`config.mk`:
```
export PLATFORM = sky130hd
export DESIGN_NAME = uart_line_status_logic
export DESIGN_NICKNAME = d
export VERILOG_FILES = /design/src/core/uart_lsr_pkg.sv /design/src/core/lsr_fifo.sv /design/src/core/lsr_break_detect.sv /design/src/core/uart_line_status_logic.sv
export SDC_FILE = /design/constraint.sdc
export NUM_CORES = 1
export LEC_CHECK = 0
export BUFFER_PORTS_ARGS = -buffer_cell sky130_fd_sc_hd__buf_2
export CORE_UTILIZATION = 40
export CTS_BUF_LIST = sky130_fd_sc_hd__clkbuf_8 sky130_fd_sc_hd__clkbuf_16
export DETAILED_ROUTE_END_ITERATION = 12
export GPL_TIMING_DRIVEN = 1
export PLACE_DENSITY = 0.52
export SETUP_SLACK_MARGIN = 0.05
export SYNTH_ARGS = -nofsm -noshare
export SYNTH_HDL_FRONTEND = slang
export SYNTH_HIERARCHICAL = 1
export SYNTH_SLANG_ARGS = --single-unit
```
`constraint.sdc`:
```
create_clock -name clk_i -period 6.55 [get_ports clk_i]
set_input_delay 0.9825 -clock clk_i [delete_from_list [all_inputs] [get_ports clk_i]]
set_output_delay 0.9825 -clock clk_i [all_outputs]
set_load 0.05 [all_outputs]
```
`src/core/uart_lsr_pkg.sv`:
```
// constants for the line status flag block
// What this block does
// [RQ1] FIFO mode: bit 7 set while any held receive character carries parity, framing or break error.
// [RQ2] Reading the line status register clears bit 7.
// [RQ3] Non-FIFO mode: bit 6 set only while holding and shift registers are empty.
// [RQ4] Bit 6 low whenever holding or shift register holds a character.
// [RQ5] FIFO mode: bit 6 set only when transmit FIFO and shift register are empty.
// [RQ6] Non-FIFO mode: bit 5 set when holding character moves into shift register.
// [RQ7] Non-FIFO mode: bit 5 clears in the cycle after the host writes the holding register.
// [RQ8] Interrupt requested while bit 5 set and its enable is on.
// [RQ9] FIFO mode: bit 5 set when transmit FIFO empties, cleared by one written byte.
// [RQ10] Bit 4 set when serial input stays low for one frame time.
// [RQ11] FIFO mode: one break character stored per break, however long it lasts.
// [RQ12] After reset bits 7, 4 and 3 read zero.
// [RQ13] Bit 3 flags missing stop bit, for the character at FIFO top.
// [RQ14] Bit 2 flags bad parity, for the character at FIFO top.
// [RQ15] Bit 1 set when a character completes with FIFO full; FIFO left unchanged.
// [RQ16] Bit 0 set while a received character waits.
// [RQ17] Reading the status register clears break, framing, parity and overrun flags.
package uart_lsr_pkg;
  // apb register byte addresses
  localparam logic [11:0] ADDR_DATA = 12'h000;
  localparam logic [11:0] ADDR_LSR = 12'h004;
  localparam logic [11:0] ADDR_CTRL = 12'h008;
  localparam logic [11:0] ADDR_FRAME = 12'h00c;
  // line status bit positions
  localparam int LSR_DR = 0;
  localparam int LSR_OE = 1;
  localparam int LSR_PE = 2;
  localparam int LSR_FE = 3;
  localparam int LSR_BI = 4;
  localparam int LSR_THRE = 5;
  localparam int LSR_TEMT = 6;
  localparam int LSR_FERR = 7;
  // control register fields and reset values
  localparam int CTRL_FIFO_EN = 0;
  localparam int CTRL_THRE_IEN = 1;
  localparam logic [1:0] CTRL_RESET = 2'h0;
  localparam logic [15:0] FRAME_RESET = 16'h01b2;
  // fifo geometry and receive entry layout
  localparam int FIFO_DEPTH = 64;
  localparam int PTR_W = 6;
  localparam int CNT_W = 7;
  localparam int RX_W = 11;
  localparam int RX_PE = 8;
  localparam int RX_FE = 9;
  localparam int RX_BI = 10;
endpackage

```
`src/core/lsr_fifo.sv`:
```
// synchronous fifo used for the receive and transmit paths
`timescale 1ns/1ns
module lsr_fifo #(
  parameter int WIDTH = 8
) (
  input wire logic clk_i,
  input wire logic rstn_i,
  input wire logic en_i,
  input wire logic clr_i,
  input wire logic push_i,
  input wire logic [WIDTH-1:0] wdata_i,
  input wire logic pop_i,
  output logic [WIDTH-1:0] top_o,
  output logic [uart_lsr_pkg::CNT_W-1:0] count_o
);
  logic [WIDTH-1:0] mem [uart_lsr_pkg::FIFO_DEPTH];
  logic [uart_lsr_pkg::PTR_W-1:0] wr_q;
  logic [uart_lsr_pkg::PTR_W-1:0] rd_q;
  logic [uart_lsr_pkg::CNT_W-1:0] cnt_q;
  wire do_push = push_i && (cnt_q != uart_lsr_pkg::CNT_W'(uart_lsr_pkg::FIFO_DEPTH));
  wire do_pop = pop_i && (cnt_q != '0);

  assign top_o = mem[rd_q];
  assign count_o = cnt_q;

  // storage, written only on an accepted push
  always_ff @(posedge clk_i) begin
    if (en_i && do_push && !clr_i) begin
      mem[wr_q] <= wdata_i;
    end
  end

  // pointers and fill count
  always_ff @(posedge clk_i or negedge rstn_i) begin
    if (!rstn_i) begin
      wr_q <= '0;
      rd_q <= '0;
      cnt_q <= '0;
    end else if (en_i) begin
      if (clr_i) begin
        wr_q <= '0;
        rd_q <= '0;
        cnt_q <= '0;
      end else begin
        wr_q <= wr_q + PTR_ONE(do_push);
        rd_q <= rd_q + PTR_ONE(do_pop);
        cnt_q <= cnt_q + CNT_W_ONE(do_push) - CNT_W_ONE(do_pop);
      end
    end
  end

  function automatic logic [uart_lsr_pkg::PTR_W-1:0] PTR_ONE(input logic b);
    PTR_ONE = {{(uart_lsr_pkg::PTR_W-1){1'b0}}, b};
  endfunction

  function automatic logic [uart_lsr_pkg::CNT_W-1:0] CNT_W_ONE(input logic b);
    CNT_W_ONE = {{(uart_lsr_pkg::CNT_W-1){1'b0}}, b};
  endfunction
endmodule

```
`src/core/lsr_break_detect.sv`:
```
// serial line low-time watcher, one pulse per break condition
`timescale 1ns/1ns
module lsr_break_detect (
  input wire logic clk_i,
  input wire logic rstn_i,
  input wire logic en_i,
  input wire logic rxd_i,
  input wire logic [15:0] frame_cycles_i,
  output logic break_o
);
  logic sync1_q;
  logic sync2_q;
  logic [15:0] low_q;
  logic fired_q;
  wire reached = (low_q >= frame_cycles_i);

  // two-stage synchroniser on the pin, counter and one-shot
  always_ff @(posedge clk_i or negedge rstn_i) begin
    if (!rstn_i) begin
      sync1_q <= 1'b1;
      sync2_q <= 1'b1;
      low_q <= '0;
      fired_q <= 1'b0;
      break_o <= 1'b0;
    end else if (en_i) begin
      sync1_q <= rxd_i;
      sync2_q <= sync1_q;
      break_o <= 1'b0;
      if (sync2_q) begin
        low_q <= '0;
        fired_q <= 1'b0; // line released, arm for the next break
      end else if (!reached) begin
        low_q <= low_q + 16'h0001;
      end else if (!fired_q) begin
        fired_q <= 1'b1; // [RQ11]
        break_o <= 1'b1; // [RQ10]
      end
    end
  end
endmodule

```
`src/core/uart_line_status_logic.sv`:
```
// line status flags, tx holding path and rx fifo for one serial channel
`timescale 1ns/1ns
module uart_line_status_logic (
  input wire logic clk_i,
  input wire logic rstn_i,
  input wire logic ce_i,
  // apb slave
  input wire logic psel_i,
  input wire logic penable_i,
  input wire logic pwrite_i,
  input wire logic [11:0] paddr_i,
  input wire logic [31:0] pwdata_i,
  output logic [31:0] prdata_o,
  output logic pready_o,
  output logic pslverr_o,
  // receiver side, same clock
  input wire logic rx_valid_i,
  input wire logic [7:0] rx_data_i,
  input wire logic rx_parity_err_i,
  input wire logic rx_frame_err_i,
  input wire logic rxd_i,
  // transmitter side, same clock
  input wire logic tx_busy_i,
  output logic tx_load_o,
  output logic [7:0] tx_data_o,
  output logic tx_irq_o
);
  localparam int CNT_W_T = uart_lsr_pkg::CNT_W;
  logic [1:0] ctrl_q;
  logic [15:0] frame_q;
  logic oe_q;
  logic top_seen_q;
  logic top_dirty_q;
  logic ferr_seen_q;
  logic ferr_dirty_q;
  logic [CNT_W_T-1:0] err_cnt_q;
  logic rd_valid_q;
  logic lsr_oe_shown_q;
  logic [31:0] prdata_q;
  logic tx_load_q;
  logic [7:0] tx_data_q;

  // fifo ports
  logic [uart_lsr_pkg::RX_W-1:0] rx_top;
  logic [CNT_W_T-1:0] rx_cnt;
  logic [7:0] tx_top;
  logic [CNT_W_T-1:0] tx_cnt;
  logic brk_pulse;

  // apb phases
  wire setup = psel_i && !penable_i;
  wire access = psel_i && penable_i;

  // address decode, every register one aligned word
  wire hit_data = (paddr_i == uart_lsr_pkg::ADDR_DATA);
  wire hit_lsr = (paddr_i == uart_lsr_pkg::ADDR_LSR);
  wire hit_ctrl = (paddr_i == uart_lsr_pkg::ADDR_CTRL);
  wire hit_frame = (paddr_i == uart_lsr_pkg::ADDR_FRAME);
  wire mapped = hit_data || hit_lsr || hit_ctrl || hit_frame;

  // access kinds that carry side effects
  wire wr_data = access && pwrite_i && hit_data;
  wire wr_ctrl = access && pwrite_i && hit_ctrl;
  wire wr_frame = access && pwrite_i && hit_frame;
  wire rd_lsr = access && !pwrite_i && hit_lsr;
  wire rd_data = access && !pwrite_i && hit_data;

  // mode and capacity: outside fifo mode each path holds one character
  wire fifo_en = ctrl_q[uart_lsr_pkg::CTRL_FIFO_EN];
  wire thre_ien = ctrl_q[uart_lsr_pkg::CTRL_THRE_IEN];
  wire mode_chg = wr_ctrl && (pwdata_i[uart_lsr_pkg::CTRL_FIFO_EN] != fifo_en);
  wire [CNT_W_T-1:0] cap = fifo_en ? CNT_W_T'(uart_lsr_pkg::FIFO_DEPTH) : CNT_W_T'(1);
  wire rx_empty = (rx_cnt == '0);
  wire rx_full = (rx_cnt >= cap);
  wire tx_empty = (tx_cnt == '0);
  wire tx_full = (tx_cnt >= cap);

  // receive pushes: a break character wins the slot over a normal character
  wire rx_new = rx_valid_i || brk_pulse;
  // a break is stored as a zero character marked with break and framing error
  wire [uart_lsr_pkg::RX_W-1:0] brk_entry = (uart_lsr_pkg::RX_W'(1) << uart_lsr_pkg::RX_BI)
                                           | (uart_lsr_pkg::RX_W'(1) << uart_lsr_pkg::RX_FE); // [RQ11]
  wire [uart_lsr_pkg::RX_W-1:0] rx_entry = brk_pulse ? brk_entry
                                          : {1'b0, rx_frame_err_i, rx_parity_err_i, rx_data_i};
  wire rx_push = rx_new && !rx_full; // [RQ15]
  wire rx_ovr = rx_new && rx_full; // [RQ15]
  wire rx_pop = rd_data && rd_valid_q;

  // error bookkeeping: errored entries coming in, going out, top replaced
  wire new_err = rx_push && (rx_entry[uart_lsr_pkg::RX_BI:uart_lsr_pkg::RX_PE] != 3'h0);
  wire top_err = !rx_empty && (rx_top[uart_lsr_pkg::RX_BI:uart_lsr_pkg::RX_PE] != 3'h0);
  wire old_err = rx_pop && top_err;
  wire top_chg = rx_pop || (rx_push && rx_empty);

  // transmit path: host writes fill, an idle shifter drains
  wire tx_push = wr_data && !tx_full;
  wire tx_pop = !tx_empty && !tx_busy_i && !tx_load_q;

  // status bits
  wire flag_dr = !rx_empty; // [RQ16]
  wire flags_on = !rx_empty && !top_seen_q;
  wire flag_pe = flags_on && rx_top[uart_lsr_pkg::RX_PE]; // [RQ14]
  wire flag_fe = flags_on && rx_top[uart_lsr_pkg::RX_FE]; // [RQ13]
  wire flag_bi = flags_on && rx_top[uart_lsr_pkg::RX_BI]; // [RQ10]
  wire flag_ferr = fifo_en && (err_cnt_q != '0) && !ferr_seen_q; // [RQ1]

  // transmit flags: the holding path, then holding path plus shifter
  wire flag_thre = tx_empty; // [RQ6] [RQ7] [RQ9]
  wire flag_temt = tx_empty && !tx_busy_i && !tx_load_q; // [RQ3] [RQ4] [RQ5]

  // status word in register bit order
  wire [7:0] lsr_val = {flag_ferr, flag_temt, flag_thre, flag_bi, flag_fe, flag_pe, oe_q, flag_dr};

  // read words, unused upper bits read as zero
  wire [31:0] data_word = {24'h000000, rx_empty ? 8'h00 : rx_top[7:0]};
  wire [31:0] lsr_word = {24'h000000, lsr_val};
  wire [31:0] ctrl_word = {30'h0, ctrl_q};
  wire [31:0] frame_word = {16'h0000, frame_q};

  // read mux, sampled in the setup cycle
  wire [31:0] rd_mux = hit_data ? data_word
                     : hit_lsr ? lsr_word
                     : hit_ctrl ? ctrl_word
                     : hit_frame ? frame_word
                     : 32'h00000000;

  // bus answers at once; load strobe and tx data come straight from flip-flops, the interrupt is decoded
  assign pready_o = 1'b1;
  assign pslverr_o = access && !mapped;
  assign prdata_o = prdata_q;
  assign tx_load_o = tx_load_q;
  assign tx_data_o = tx_data_q;
  assign tx_irq_o = flag_thre && thre_ien; // [RQ8]

  // receive fifo, entries hold data plus break, framing and parity marks
  lsr_fifo #(
    .WIDTH(uart_lsr_pkg::RX_W)
  ) u_rx_fifo (
    .clk_i(clk_i),
    .rstn_i(rstn_i),
    .en_i(ce_i),
    .clr_i(mode_chg),
    .push_i(rx_push),
    .wdata_i(rx_entry),
    .pop_i(rx_pop),
    .top_o(rx_top),
    .count_o(rx_cnt)
  );

  // transmit fifo, a single holding register outside fifo mode
  lsr_fifo #(
    .WIDTH(8)
  ) u_tx_fifo (
    .clk_i(clk_i),
    .rstn_i(rstn_i),
    .en_i(ce_i),
    .clr_i(mode_chg),
    .push_i(tx_push),
    .wdata_i(pwdata_i[7:0]),
    .pop_i(tx_pop),
    .top_o(tx_top),
    .count_o(tx_cnt)
  );

  // break watcher on the serial input
  lsr_break_detect u_brk (
    .clk_i(clk_i),
    .rstn_i(rstn_i),
    .en_i(ce_i),
    .rxd_i(rxd_i),
    .frame_cycles_i(frame_q),
    .break_o(brk_pulse)
  );

  // control register: fifo enable and tx-empty interrupt enable
  always_ff @(posedge clk_i or negedge rstn_i) begin
    if (!rstn_i) begin
      ctrl_q <= uart_lsr_pkg::CTRL_RESET;
    end else if (ce_i && wr_ctrl) begin
      ctrl_q <= pwdata_i[1:0];
    end
  end

  // frame length in clock cycles, the break detection time
  always_ff @(posedge clk_i or negedge rstn_i) begin
    if (!rstn_i) begin
      frame_q <= uart_lsr_pkg::FRAME_RESET;
    end else if (ce_i && wr_frame) begin
      frame_q <= pwdata_i[15:0];
    end
  end

  // read data capture, taken in the setup cycle
  always_ff @(posedge clk_i or negedge rstn_i) begin
    if (!rstn_i) begin
      prdata_q <= '0;
    end else if (ce_i && setup) begin
      prdata_q <= rd_mux;
    end
  end

  // what the captured word showed, so the access clears only that
  always_ff @(posedge clk_i or negedge rstn_i) begin
    if (!rstn_i) begin
      rd_valid_q <= 1'b0;
      lsr_oe_shown_q <= 1'b0;
    end else if (ce_i && setup) begin
      rd_valid_q <= !rx_empty;
      lsr_oe_shown_q <= oe_q;
    end
  end

  // overrun: sticky, an event in the clearing cycle wins
  always_ff @(posedge clk_i or negedge rstn_i) begin
    if (!rstn_i) begin
      oe_q <= 1'b0;
    end else if (ce_i) begin
      if (rx_ovr) begin
        oe_q <= 1'b1; // [RQ15]
      end else if (rd_lsr && lsr_oe_shown_q) begin
        oe_q <= 1'b0; // [RQ17]
      end
    end
  end

  // top-of-fifo error marks hide once read, reappear for the next top
  always_ff @(posedge clk_i or negedge rstn_i) begin
    if (!rstn_i) begin
      top_seen_q <= 1'b0; // [RQ12]
    end else if (ce_i) begin
      if (top_chg || mode_chg) begin
        top_seen_q <= 1'b0;
      end else if (rd_lsr && !top_dirty_q) begin
        top_seen_q <= 1'b1; // [RQ17]
      end
    end
  end

  // top moved after the status was sampled, so the read must not hide it
  always_ff @(posedge clk_i or negedge rstn_i) begin
    if (!rstn_i) begin
      top_dirty_q <= 1'b0;
    end else if (ce_i) begin
      if (setup) begin
        top_dirty_q <= 1'b0;
      end else if (top_chg) begin
        top_dirty_q <= 1'b1;
      end
    end
  end

  // count of errored characters held in the receive fifo
  always_ff @(posedge clk_i or negedge rstn_i) begin
    if (!rstn_i) begin
      err_cnt_q <= '0;
    end else if (ce_i) begin
      if (mode_chg) begin
        err_cnt_q <= '0;
      end else begin
        err_cnt_q <= err_cnt_q + CNT_W_T'(new_err) - CNT_W_T'(old_err); // [RQ1]
      end
    end
  end

  // read-clear mask of the fifo error flag, a new error wins over the read
  always_ff @(posedge clk_i or negedge rstn_i) begin
    if (!rstn_i) begin
      ferr_seen_q <= 1'b0; // [RQ12]
    end else if (ce_i) begin
      if (new_err || mode_chg) begin
        ferr_seen_q <= 1'b0;
      end else if (rd_lsr && !ferr_dirty_q) begin
        ferr_seen_q <= 1'b1; // [RQ2]
      end
    end
  end

  // an errored character stored after the status was sampled
  always_ff @(posedge clk_i or negedge rstn_i) begin
    if (!rstn_i) begin
      ferr_dirty_q <= 1'b0;
    end else if (ce_i) begin
      if (setup) begin
        ferr_dirty_q <= 1'b0;
      end else if (new_err) begin
        ferr_dirty_q <= 1'b1;
      end
    end
  end

  // hand the next character to the shifter, a one-cycle load strobe
  always_ff @(posedge clk_i or negedge rstn_i) begin
    if (!rstn_i) begin
      tx_load_q <= 1'b0;
    end else if (ce_i) begin
      tx_load_q <= tx_pop; // [RQ6]
    end
  end

  // character for the shifter, held after the strobe
  always_ff @(posedge clk_i or negedge rstn_i) begin
    if (!rstn_i) begin
      tx_data_q <= '0;
    end else if (ce_i && tx_pop) begin
      tx_data_q <= tx_top;
    end
  end
endmodule

```
== Word-level counts from Yosys, hierarchy flattened ==
Memories as Yosys holds them, arrays and structs flattened. A register that Yosys moved wholly into a read port is not among the register bits.
Cells that the tools add are included.

* Input port bits: 63
* Memory bits (writable): 1216
* Memories kept: 2
* Word-level logic and storage cells: 169
* Output and inout bits: 44
* Register bits: 123

{| class="wikitable"
|+ Memory list
! name !! words !! bits a word !! rd ports !! clocked after memory_dff !! wr ports !! RTL line !! text
|-
| u_rx_fifo.mem || 64 || 11 || 1 || 0 || 1 || lsr_fifo.sv:16 || <nowiki>logic [WIDTH-1:0] mem [uart_lsr_pkg::FIFO_DEPTH];</nowiki>
|-
| u_tx_fifo.mem || 64 || 8 || 1 || 1 || 1 || lsr_fifo.sv:16 ||
|}

* Add/sub/neg operators: 11
* Reductions and logical operators: 88
* Muxes and demuxes: 35
* Equality and inequality tests: 7
* Magnitude comparators: 3

{| class="wikitable"
|+ Operator list
! kind !! count
|-
| 2-to-1 mux 16 bit || 6
|-
| logical AND 1 bit || 45
|-
| 2-to-1 mux 7 bit || 4
|-
| adder 6 x 1 -> 6 bit || 4
|-
| equality test 12 x 4 -> 1 bit (second input constant) || 2
|-
| 2-to-1 mux 6 bit || 4
|-
| adder 7 x 1 -> 7 bit || 3
|-
| nonzero test 7 bit || 3
|-
| subtractor 7 x 1 -> 7 bit || 3
|-
| 2-to-1 mux 1 bit || 19
|-
| adder 16 x 1 -> 16 bit (second input constant) || 1
|-
| >= comparator 16 bit || 1
|-
| zero test 1 bit || 15
|-
| >= comparator 7 bit || 2
|-
| zero test 7 bit || 2
|-
| inequality test 7 bit (second input constant) || 2
|-
| AND reduction 2 bit || 7
|-
| equality test 12 x 3 -> 1 bit (second input constant) || 1
|-
| zero test 12 bit || 1
|-
| nonzero test 2 bit || 6
|-
| 2-to-1 mux 11 bit || 1
|-
| 2-to-1 mux 8 bit || 1
|-
| logical OR 1 bit || 7
|-
| nonzero test 3 bit || 2
|-
| 2 further kinds || 2
|}

== Logic depth before layout (Yosys ltp) ==
Gate-level depths: netlist of run 1.

* Word-level depth: 9
* Mapped depth: 21

== Modules after synthesis ==
Netlist of run 1, hierarchy kept.

{| class="wikitable"
|+ By module, submodules not included
! module !! area each (µm²) !! instances !! seq. area each (µm²) !! cells each
|-
| lsr_fifo at u_rx_fifo || 28559.9 || 1 || 21615.7 || 1363
|-
| lsr_fifo at u_tx_fifo || 21147.8 || 1 || 15850.2 || 1076
|-
| uart_line_status_logic || 3305.7 || 1 || 1432.6 || 328
|-
| lsr_break_detect || 1582.8 || 1 || 503.0 || 189
|}

== Worst setup path after synthesis of run 1 ==
No wires, ideal clock.

* Kind: reg-to-reg
* Start: reg u_rx_fifo/rd_q[1] (netlist bit)
* End: reg err_cnt_q[6]
* Buffers on the path: 3
* Library setup time: 76 ps
* Slack: 2304 ps
* Cell stages (with the launch flop): 19
* Required time: 6474 ps
* Data arrival time: 4170 ps
* Cell sequence: dfrtp_1 -> buf_4 -> buf_2 -> clkbuf_1 -> mux4_2 -> mux4_2 -> o22ai_1 -> nor2_1 -> o311a_1 -> ha_1 -> inv_1 -> ha_1 -> inv_1 -> fa_1 -> nor2b_1 -> o211a_1 -> o211ai_1 -> or4_1 -> o21ai_1

* Longest elaborated chain between the ends: 6

{| class="wikitable"
|+ Ends and longest elaborated chain
! element !! RTL line !! text
|-
| start: declaration || lsr_fifo.sv:18 || <nowiki>logic [uart_lsr_pkg::PTR_W-1:0] rd_q;</nowiki>
|-
| start signal: assignment || lsr_fifo.sv:46 || <nowiki>rd_q <= rd_q + PTR_ONE(do_pop);</nowiki>
|-
| memory read (64 x 11 bit) || - ||
|-
| net rx_top (one bit) || uart_line_status_logic.sv:44 || <nowiki>logic [uart_lsr_pkg::RX_W-1:0] rx_top;</nowiki>
|-
| nonzero test 3 bit || uart_line_status_logic.sv:91 || <nowiki>wire top_err = !rx_empty && (rx_top[uart_lsr_pkg::RX_BI:uart_lsr_pkg::RX_PE] != 3'h0);</nowiki>
|-
| logical AND 1 bit || uart_line_status_logic.sv:91 ||
|-
| logical AND 1 bit || uart_line_status_logic.sv:92 || <nowiki>wire old_err = rx_pop && top_err;</nowiki>
|-
| subtractor 7 x 1 -> 7 bit || uart_line_status_logic.sv:260 || <nowiki>err_cnt_q <= err_cnt_q + CNT_W_T'(new_err) - CNT_W_T'(old_err);</nowiki>
|-
| 2-to-1 mux 7 bit || uart_line_status_logic.sv:257 || <nowiki>if (mode_chg) begin</nowiki>
|-
| end signal: assignment || uart_line_status_logic.sv:260 ||
|-
| end: declaration || uart_line_status_logic.sv:36 || <nowiki>logic [CNT_W_T-1:0] err_cnt_q;</nowiki>
|}

The timed path passes the listed nets, and every way through them passes these cells.
A chain may end at the register's enable or synchronous reset.

== Worst setup path after layout of run 1 ==
* Start: reg u_rx_fifo/rd_q[0] (netlist bit)
* End: reg err_cnt_q[6]

The elaborated chain is that of the path after synthesis.

==> key figures, run 1 <==
Cells and area
  – Area growth syn-to-layout: 12.18%
  – Multi-input gate area: 14,040 sq um
  – FILL cells: 11,620
  – Nets@finish: 3,201
  – Seq. cell area: 39,430 sq um
  – Layout cells sized above 1: 21.75%

CTS
  – Clk slew on worst S/H paths: 0.06 ns
  – Number of setup buffers added after CTS: 0
  – CTS Hold Bufs: 0
  – Clk_lat worst skew: 0.77 ns
  – Clock Tree Buf Depth: 3
  – Clock Sink Count: 1,331
  – TritonCTS clock tree: done
  – Post-CTS sizing: 0
  – Root Buffer Master: clkbuf_16
  – Clock H-tree levels: 4
  – CTS buffer count: 141

Setup path
  – Reg-to-Reg Start: u_rx_fifo/rd_q[0]
  – Type of the worst setup path: flip-flop to flip-flop
  – Arrival @ worst endpoint: 6.16 ns
  – Worst EP required: 7.24 ns
  – Critical Path Start: u_rx_fifo/rd_q[0]
  – Crit-path max FO: 49
  – CP endpoint kind: flip-flop
  – Critical path launch point type: flip-flop

Synthesis
  – Synth cell count leaders: 1,216 x edfxtp_1, 278 x mux4_2, 195 x nor2_1, 112 x nand2_1, 108 x dfrtp_1
  – Number of enable flip-flop cells after synthesis: 1,216
  – Syn Std Cell Area: 54,600 sq um
  – Biggest area consumer among synthesized cells: edfxtp_1
  – Area share of the largest cell type after synthesis: 66.88%
  – Largest cells by area after synthesis: edfxtp_1 67%, mux4_2 11%, dfrtp_1 5.0%, mux2i_1 1.6%, nor2_1 1.3%
  – Most common cell in the netlist: edfxtp_1
  – Yosys reg bits: 1,331
  – Ys flop type: edfxtp_1
  – Ys Warns: 6
  – Register area share after synthesis: 72.17%
  – Async S/R FF share, synth: 8.640%
  – Distinct cells, synth: 88
  – Post-synthesis area per instance: 18.47 sq um
  – Cells after synthesis: 2,956

Place
  – Detailed placer's ending HPWL: 81.78 mm
  – Port buffer count: 73
  – Placer congestion estimate: 0.8860
  – Dpl ws: 1.273 ns

Detailed routing
  – Antenna Nets Post-Route: 0
  – Post-route DRC: 0
  – First-pass DRT Iterations: 5
  – Total length of routed wires: 132.9 mm
  – Vias/cell: 5.650
  – Iter 0 DRT Violations: 2,496
  – DR vias: 28,070
  – WL/cell: 26.75 microns

Power and ir drop
  – Overall power: 0.02192 W
  – Part of the power in combinational logic: 19.4%
  – P_int: 0.01579 W
  – Leak: 19.71 nW
  – Power share of the clock group: 34.2%
  – P_sw: 0.006124 W
  – Peak supply drop: 0.3079 mV
  – Reg power frac: 46.5%
  – Power per cell area: 357.9 nW/um^2
  – Switching Share: 27.94%

Timing
  – RSZ-0062 raised after global routing: no
  – Final setup violation count: 0
  – Setup TNS: 0 ns
  – Post-Route Hold Slack: 0.2312 ns
  – Tightest Pin Transition: 1.310 ns
  – Final worst slack: 1.072 ns
  – F_max: 182.6 MHz
  – Min cycle time layout: 5.478 ns
  – Fin. Hold Viols: 0
  – Worst Skew: 0.02182 ns
  – Final max-slew violation count: 0
  – Slew margin rel.: 12.32%
  – Period Utilization, post-route: 83.63%

Die
  – Die X: 371.4 microns
  – Starting Density: 40.30%
  – Core area: 135,500 sq um
  – # rows: 135
  – Die Height: 371.4 microns
  – Die ar.: 138,000 sq um
  – # IOs: 107

Worst hold path
  – Worst hold path class: input port to async pin

Global routing
  – Grt total ovfl: 0
  – Pin count of the biggest net entering global routing: 76
  – Global-route wire length before repair: 195.2 mm
  – Vias in the first global route: 28,400
  – Initial antenna violation count: 2
  – All-Layer GR Usage: 19.47%

Job
  – Max-cap violations: 0

Outcome
  – Status: finished clean
==> through the flow <==
stage / instance area [sq um] / util, % / instances
global route: 61250 / 45.21 / 4968
CTS: 61240 / 45.21 / 4967
detailed placement: 56910 / 42.01 / 4717
floorplan: 54650 / - / 2971
finish: 61250 / 45.21 / 4968
global placement: 56910 / 42.01 / 4717
==> power by group through the flow <==
stage,logic [W],clock network [W],registers (W)
2_1_floorplan,0.00305,0,0.0102
3_3_place_gp,0.00418,0,0.0103
3_5_place_dp,0.00429,0,0.0104
4_1_cts,0.00430,0.00769,0.0102
5_1_grt,0.00456,0.00797,0.0102
6_report,0.00424,0.00749,0.0102
==> final timing paths <==
check / end / slack, ns / depth (start not counted)
min: u_brk/low_q[8] / 0.23 / 1
min in group clk_i: frame_q[12] / 0.44 / 2
max reg2reg: err_cnt_q[6] / 1.07 / 17
min reg2reg: rd_valid_q / 0.48 / 2
max: err_cnt_q[6] / 1.07 / 17
max in group asynchronous: u_rx_fifo/rd_q[1] / 4.73 / 2
==> cell usage in the layout, fill, tap and decap left out, types with 13 or more instances in the layout <==
cell / n
mux2i_1: 86
o21ai_0: 66
o22ai_1: 34
nor2b_1: 23
a221o_1: 13
mux2_2: 34
nand2_1: 112
nand3_1: 35
clkbuf_16: 148
a31oi_1: 22
nor2_1: 195
ha_1: 56
buf_2: 72
and3_1: 17
mux4_1: 17
a21oi_1: 73
conb_1: 17
mux4_2: 278
a22o_1: 17
a211oi_1: 24
nor3_1: 24
dfrtp_1: 100
inv_1: 102
nand2b_1: 19
nand3b_1: 16
edfxtp_1: 1216
clkinv_2: 21
clkinv_1: 38
buf_4: 60
==> cell families (layout without fill, tap and decap cells) <==
family	Yosys count	after routing	synth area share [%]
flip-flops	1331	1331	72.17
AND/OR/NAND/NOR	520	520	4.730
multiplexers	425	425	14.77
AO/OA/AOI/OAI	355	355	4.384
buffers and inverters	252	467	2.347
adder cells (fa/ha/maj)	59	59	1.393
XOR/XNOR	12	12	0.1925
other	2	18	0.01376
==> state kept, by name (all words and copies together) (netlist names), 7 cells and up <==
| name | flops |
|---|---|
| u_rx_fifo/mem | 704 |
| u_tx_fifo/mem | 512 |
| frame_q | 16 |
| prdata_o | 16 |
| u_brk/low_q | 16 |
| tx_data_o | 8 |
| err_cnt_q | 7 |
| u_rx_fifo/count_o | 7 |
| u_tx_fifo/count_o | 7 |
==> per-layer routing <==
layer | wire length, microns | track usage [%]
met1 | 56800 | 26.44
met5 | 0 | 0
met2 | 66620 | 32.43
met4 | 3081 | 6.108
met3 | 6387 | 2.761
==> area by class of cell <==
class	instances	area share [%]
Antenna cell	1	0.004086
Clock buffer	151	6.114
Clock inverter	99	0.9602
Inverter	80	0.4985
Multi-Input combinational cell	1388	22.92
Sequential cell	1331	64.38
Tap cell	1781	3.638
Timing Repair Buffer	137	1.487
==> worst max-delay path, stage by stage (launching register included) <==
cell and delay (ns):
dfrtp_4 0.80, buf_12 0.42, mux4_2 0.34, o22ai_1 0.10, a211oi_1 0.83, o22ai_1 0.20
nor2_1 0.34, o311a_1 0.25, ha_1 0.23, inv_1 0.06, ha_1 0.15, inv_1 0.06
fa_1 0.43, nor2b_1 0.24, o211a_1 0.22, o211ai_1 0.13, or4_1 0.42, o21ai_1 0.08
(Power assumes the default switching activity.)
==> run 2: changes to the inputs <==
Settings changed: PLACE_DENSITY 0.52 to 0.54.
Clock period 6.55 ns to 4.5 ns, I/O delays scaled along.
==> run 2 against run 1 <==
Routed wire length shrank 0.41%. Sequential share of layout area decreased by 1.1 points. Sequential power up 45%. Combinational power up 52%. Critical endpoint unchanged. Clock power increased by 54%. Highest routed layer is now met5. Fmax is 23% higher. Sequential cell count unchanged. Global-route usage barely moved.
==> key figures, run 2 (synthesis results as in run 1) <==
Cells and area
  – Fin area: 62,340 sq um
  – Nets@finish: 3,282
  – Commonest non-fill, non-tap cell in the layout: edfxtp_1
  – Area growth syn-to-layout: 14.19%
  – Max FFs per register: 704
  – Top Registers: u_rx_fifo/mem (704), u_tx_fifo/mem (512)
  – FILL cells: 11,480
  – Commonest cells after routing, fill and taps aside: 1,216 x edfxtp_1, 279 x mux4_2, 175 x nor2_1, 147 x clkbuf_16, 131 x buf_4
  – Non-Filler Instances: 5,052
  – Layout cells sized above 1: 25.05%
  – Biggest register: u_rx_fifo/mem

Setup path
  – Arrival @ worst endpoint: 5.12 ns
  – Reg-to-Reg Start: u_rx_fifo/rd_q[0]
  – Worst EP required: 5.18 ns
  – R2r worst-path depth: 16
  – Critical Path Start: u_rx_fifo/rd_q[0]
  – Critical path launch point type: flip-flop
  – CP endpoint: err_cnt_q[6]
  – Crit-path max FO: 7
  – Register-to-register setup slack: 0.06 ns
  – CP endpoint kind: flip-flop
  – FF-to-FF End: err_cnt_q[6]
  – Type of the worst setup path: flip-flop to flip-flop

Place
  – Dpl ws: -0.1876 ns
  – Detailed placer's ending HPWL: 85.98 mm
  – Placed Area: 57,510 sq um
  – Port buffer count: 73
  – Dpl cells: 4,788
  – Placer congestion estimate: 0.8406

Timing
  – Setup TNS: 0 ns
  – Final max-slew violation count: 0
  – Final setup violation count: 0
  – Fin. Hold Viols: 0
  – Min cycle time layout: 4.442 ns
  – F_max: 225.1 MHz
  – RSZ-0062 raised after global routing: yes
  – Tightest Pin Transition: 1.346 ns
  – Slew margin rel.: 9.931%
  – Worst Skew: 0.01902 ns
  – Final worst slack: 0.05766 ns
  – Period Utilization, post-route: 98.72%

Die
  – Core area: 135,500 sq um
  – Starting Density: 40.30%
  – # rows: 135
  – # IOs: 107
  – Die ar.: 138,000 sq um
  – Die X: 371.4 microns
  – Die Height: 371.4 microns

Outcome
  – Status: finished clean

Power and ir drop
  – Leak: 20.28 nW
  – Peak supply drop: 0.3819 mV
  – Power per cell area: 523.6 nW/um^2
  – Overall power: 0.03264 W

Job
  – Max-cap violations: 0

Detailed routing
  – First-pass DRT Iterations: 5
  – Total length of routed wires: 132.3 mm
  – Iter 0 DRT Violations: 2,186
  – Vias/cell: 5.600
  – WL/cell: 26.20 microns
  – Antenna Nets Post-Route: 0
  – Post-route DRC: 0
  – DR vias: 28,290

CTS
  – TritonCTS clock tree: done
  – Clock H-tree levels: 4
  – CTS buffer count: 141
  – Clk_lat worst skew: 0.76 ns
  – Root Buffer Master: clkbuf_16
  – Clk slew on worst S/H paths: 0.06 ns
  – Clock Tree Buf Depth: 3
  – Clock Sink Count: 1,331

Global routing
  – Pin count of the biggest net entering global routing: 65
  – Grt total ovfl: 0
  – Initial antenna violation count: 3
  – Global-route wire length before repair: 196.3 mm
  – Vias in the first global route: 29,080
  – All-Layer GR Usage: 19.42%

Worst hold path
  – Critical hold path startpoint: rxd_i
  – Worst hold path class: input port to flip-flop
-- run 2: cell count changes in the layout (fill, tap and decap cells not counted), sizes merged --
cell / previous run / this run
clkinv: 60 / 49
clkbuf: 151 / 150
dlygate4sd3: 0 / 1
clkinvlp: 3 / 5
bufinv: 5 / 14
inv: 111 / 115
buf: 137 / 217
-- run 2: cell type report --
type                    count  area [sq um]  area share (%)
multi-input cells        1388         14190           22.76
inverters                  80         305.3          0.4897
flip-flops and latches   1331         39430           63.25
clock buffers             150          3720           5.967
diodes                      1         2.502        0.004014
repair buffers            218          1617           2.593
clock inverters           103         849.6           1.363
well taps                1781          2228           3.575
-- run 2: worst min path at each step --
stage | to | cells after the start
after floorplan | ctrl_q[0] | 0
after global placement | rd_valid_q | 2
after global routing | u_brk/sync1_q | 2
after CTS | frame_q[9] | 2
after detailed placement | lsr_oe_shown_q | 2
final | u_brk/sync1_q | 2
-- run 2: critical path, stage by stage (launching register included) --
cell and delay (ns):
dfrtp_4 0.52, buf_6 0.16, mux4_1 0.60, mux4_2 0.55, o22ai_1 0.21, nor2_2 0.11, o311a_1 0.34, ha_1 0.28
inv_1 0.06, ha_1 0.16, inv_1 0.07, fa_2 0.37, nor2b_2 0.14, o211a_1 0.18, o211ai_1 0.11, or4_1 0.41
o21ai_1 0.09
-- run 2: repair_timing --
action | in CTS | in global routing
buffers inserted | 7 | 1
resized for setup | 13 | 28
hold buffers | 1 | 0
setup endpoints to repair | 2 | 162
pin swaps | 1 | 4
hold endpoints to repair | 45 | 0
-- run 2: routing by layer --
| layer | vias up | share of wire [%] | wire length, microns | GRT usage, % |
|---|---|---|---|---|
| met5 | - | 0.0053 | 7 | 0 |
| met1 | 15000 | 42 | 55090 | 25.45 |
| met2 | 783 | 51 | 67950 | 33.28 |
| met4 | 2 | 2.5 | 3297 | 5.927 |
| met3 | 194 | 4.5 | 6001 | 3.016 |
| li1 | 12310 | - | - | - |
-- run 2: report_power, final --
| group | internal (W) | switching (W) |
|---|---|---|
| clock network | 0.00675 | 0.00470 |
| registers | 0.0142 | 0.000577 |
| logic | 0.00272 | 0.00371 |
| total | 0.0237 | 0.00899 |
-- run 2: metrics by stage --
step           utilization, %  hold WS, ns
4_1_cts                 45.93      0.08547
3_5_place_dp            42.45       0.4659
6_report                46.02       0.1545
3_3_place_gp            42.45       0.4640
2_1_floorplan               -       0.3794
5_1_grt                 46.02       0.1161
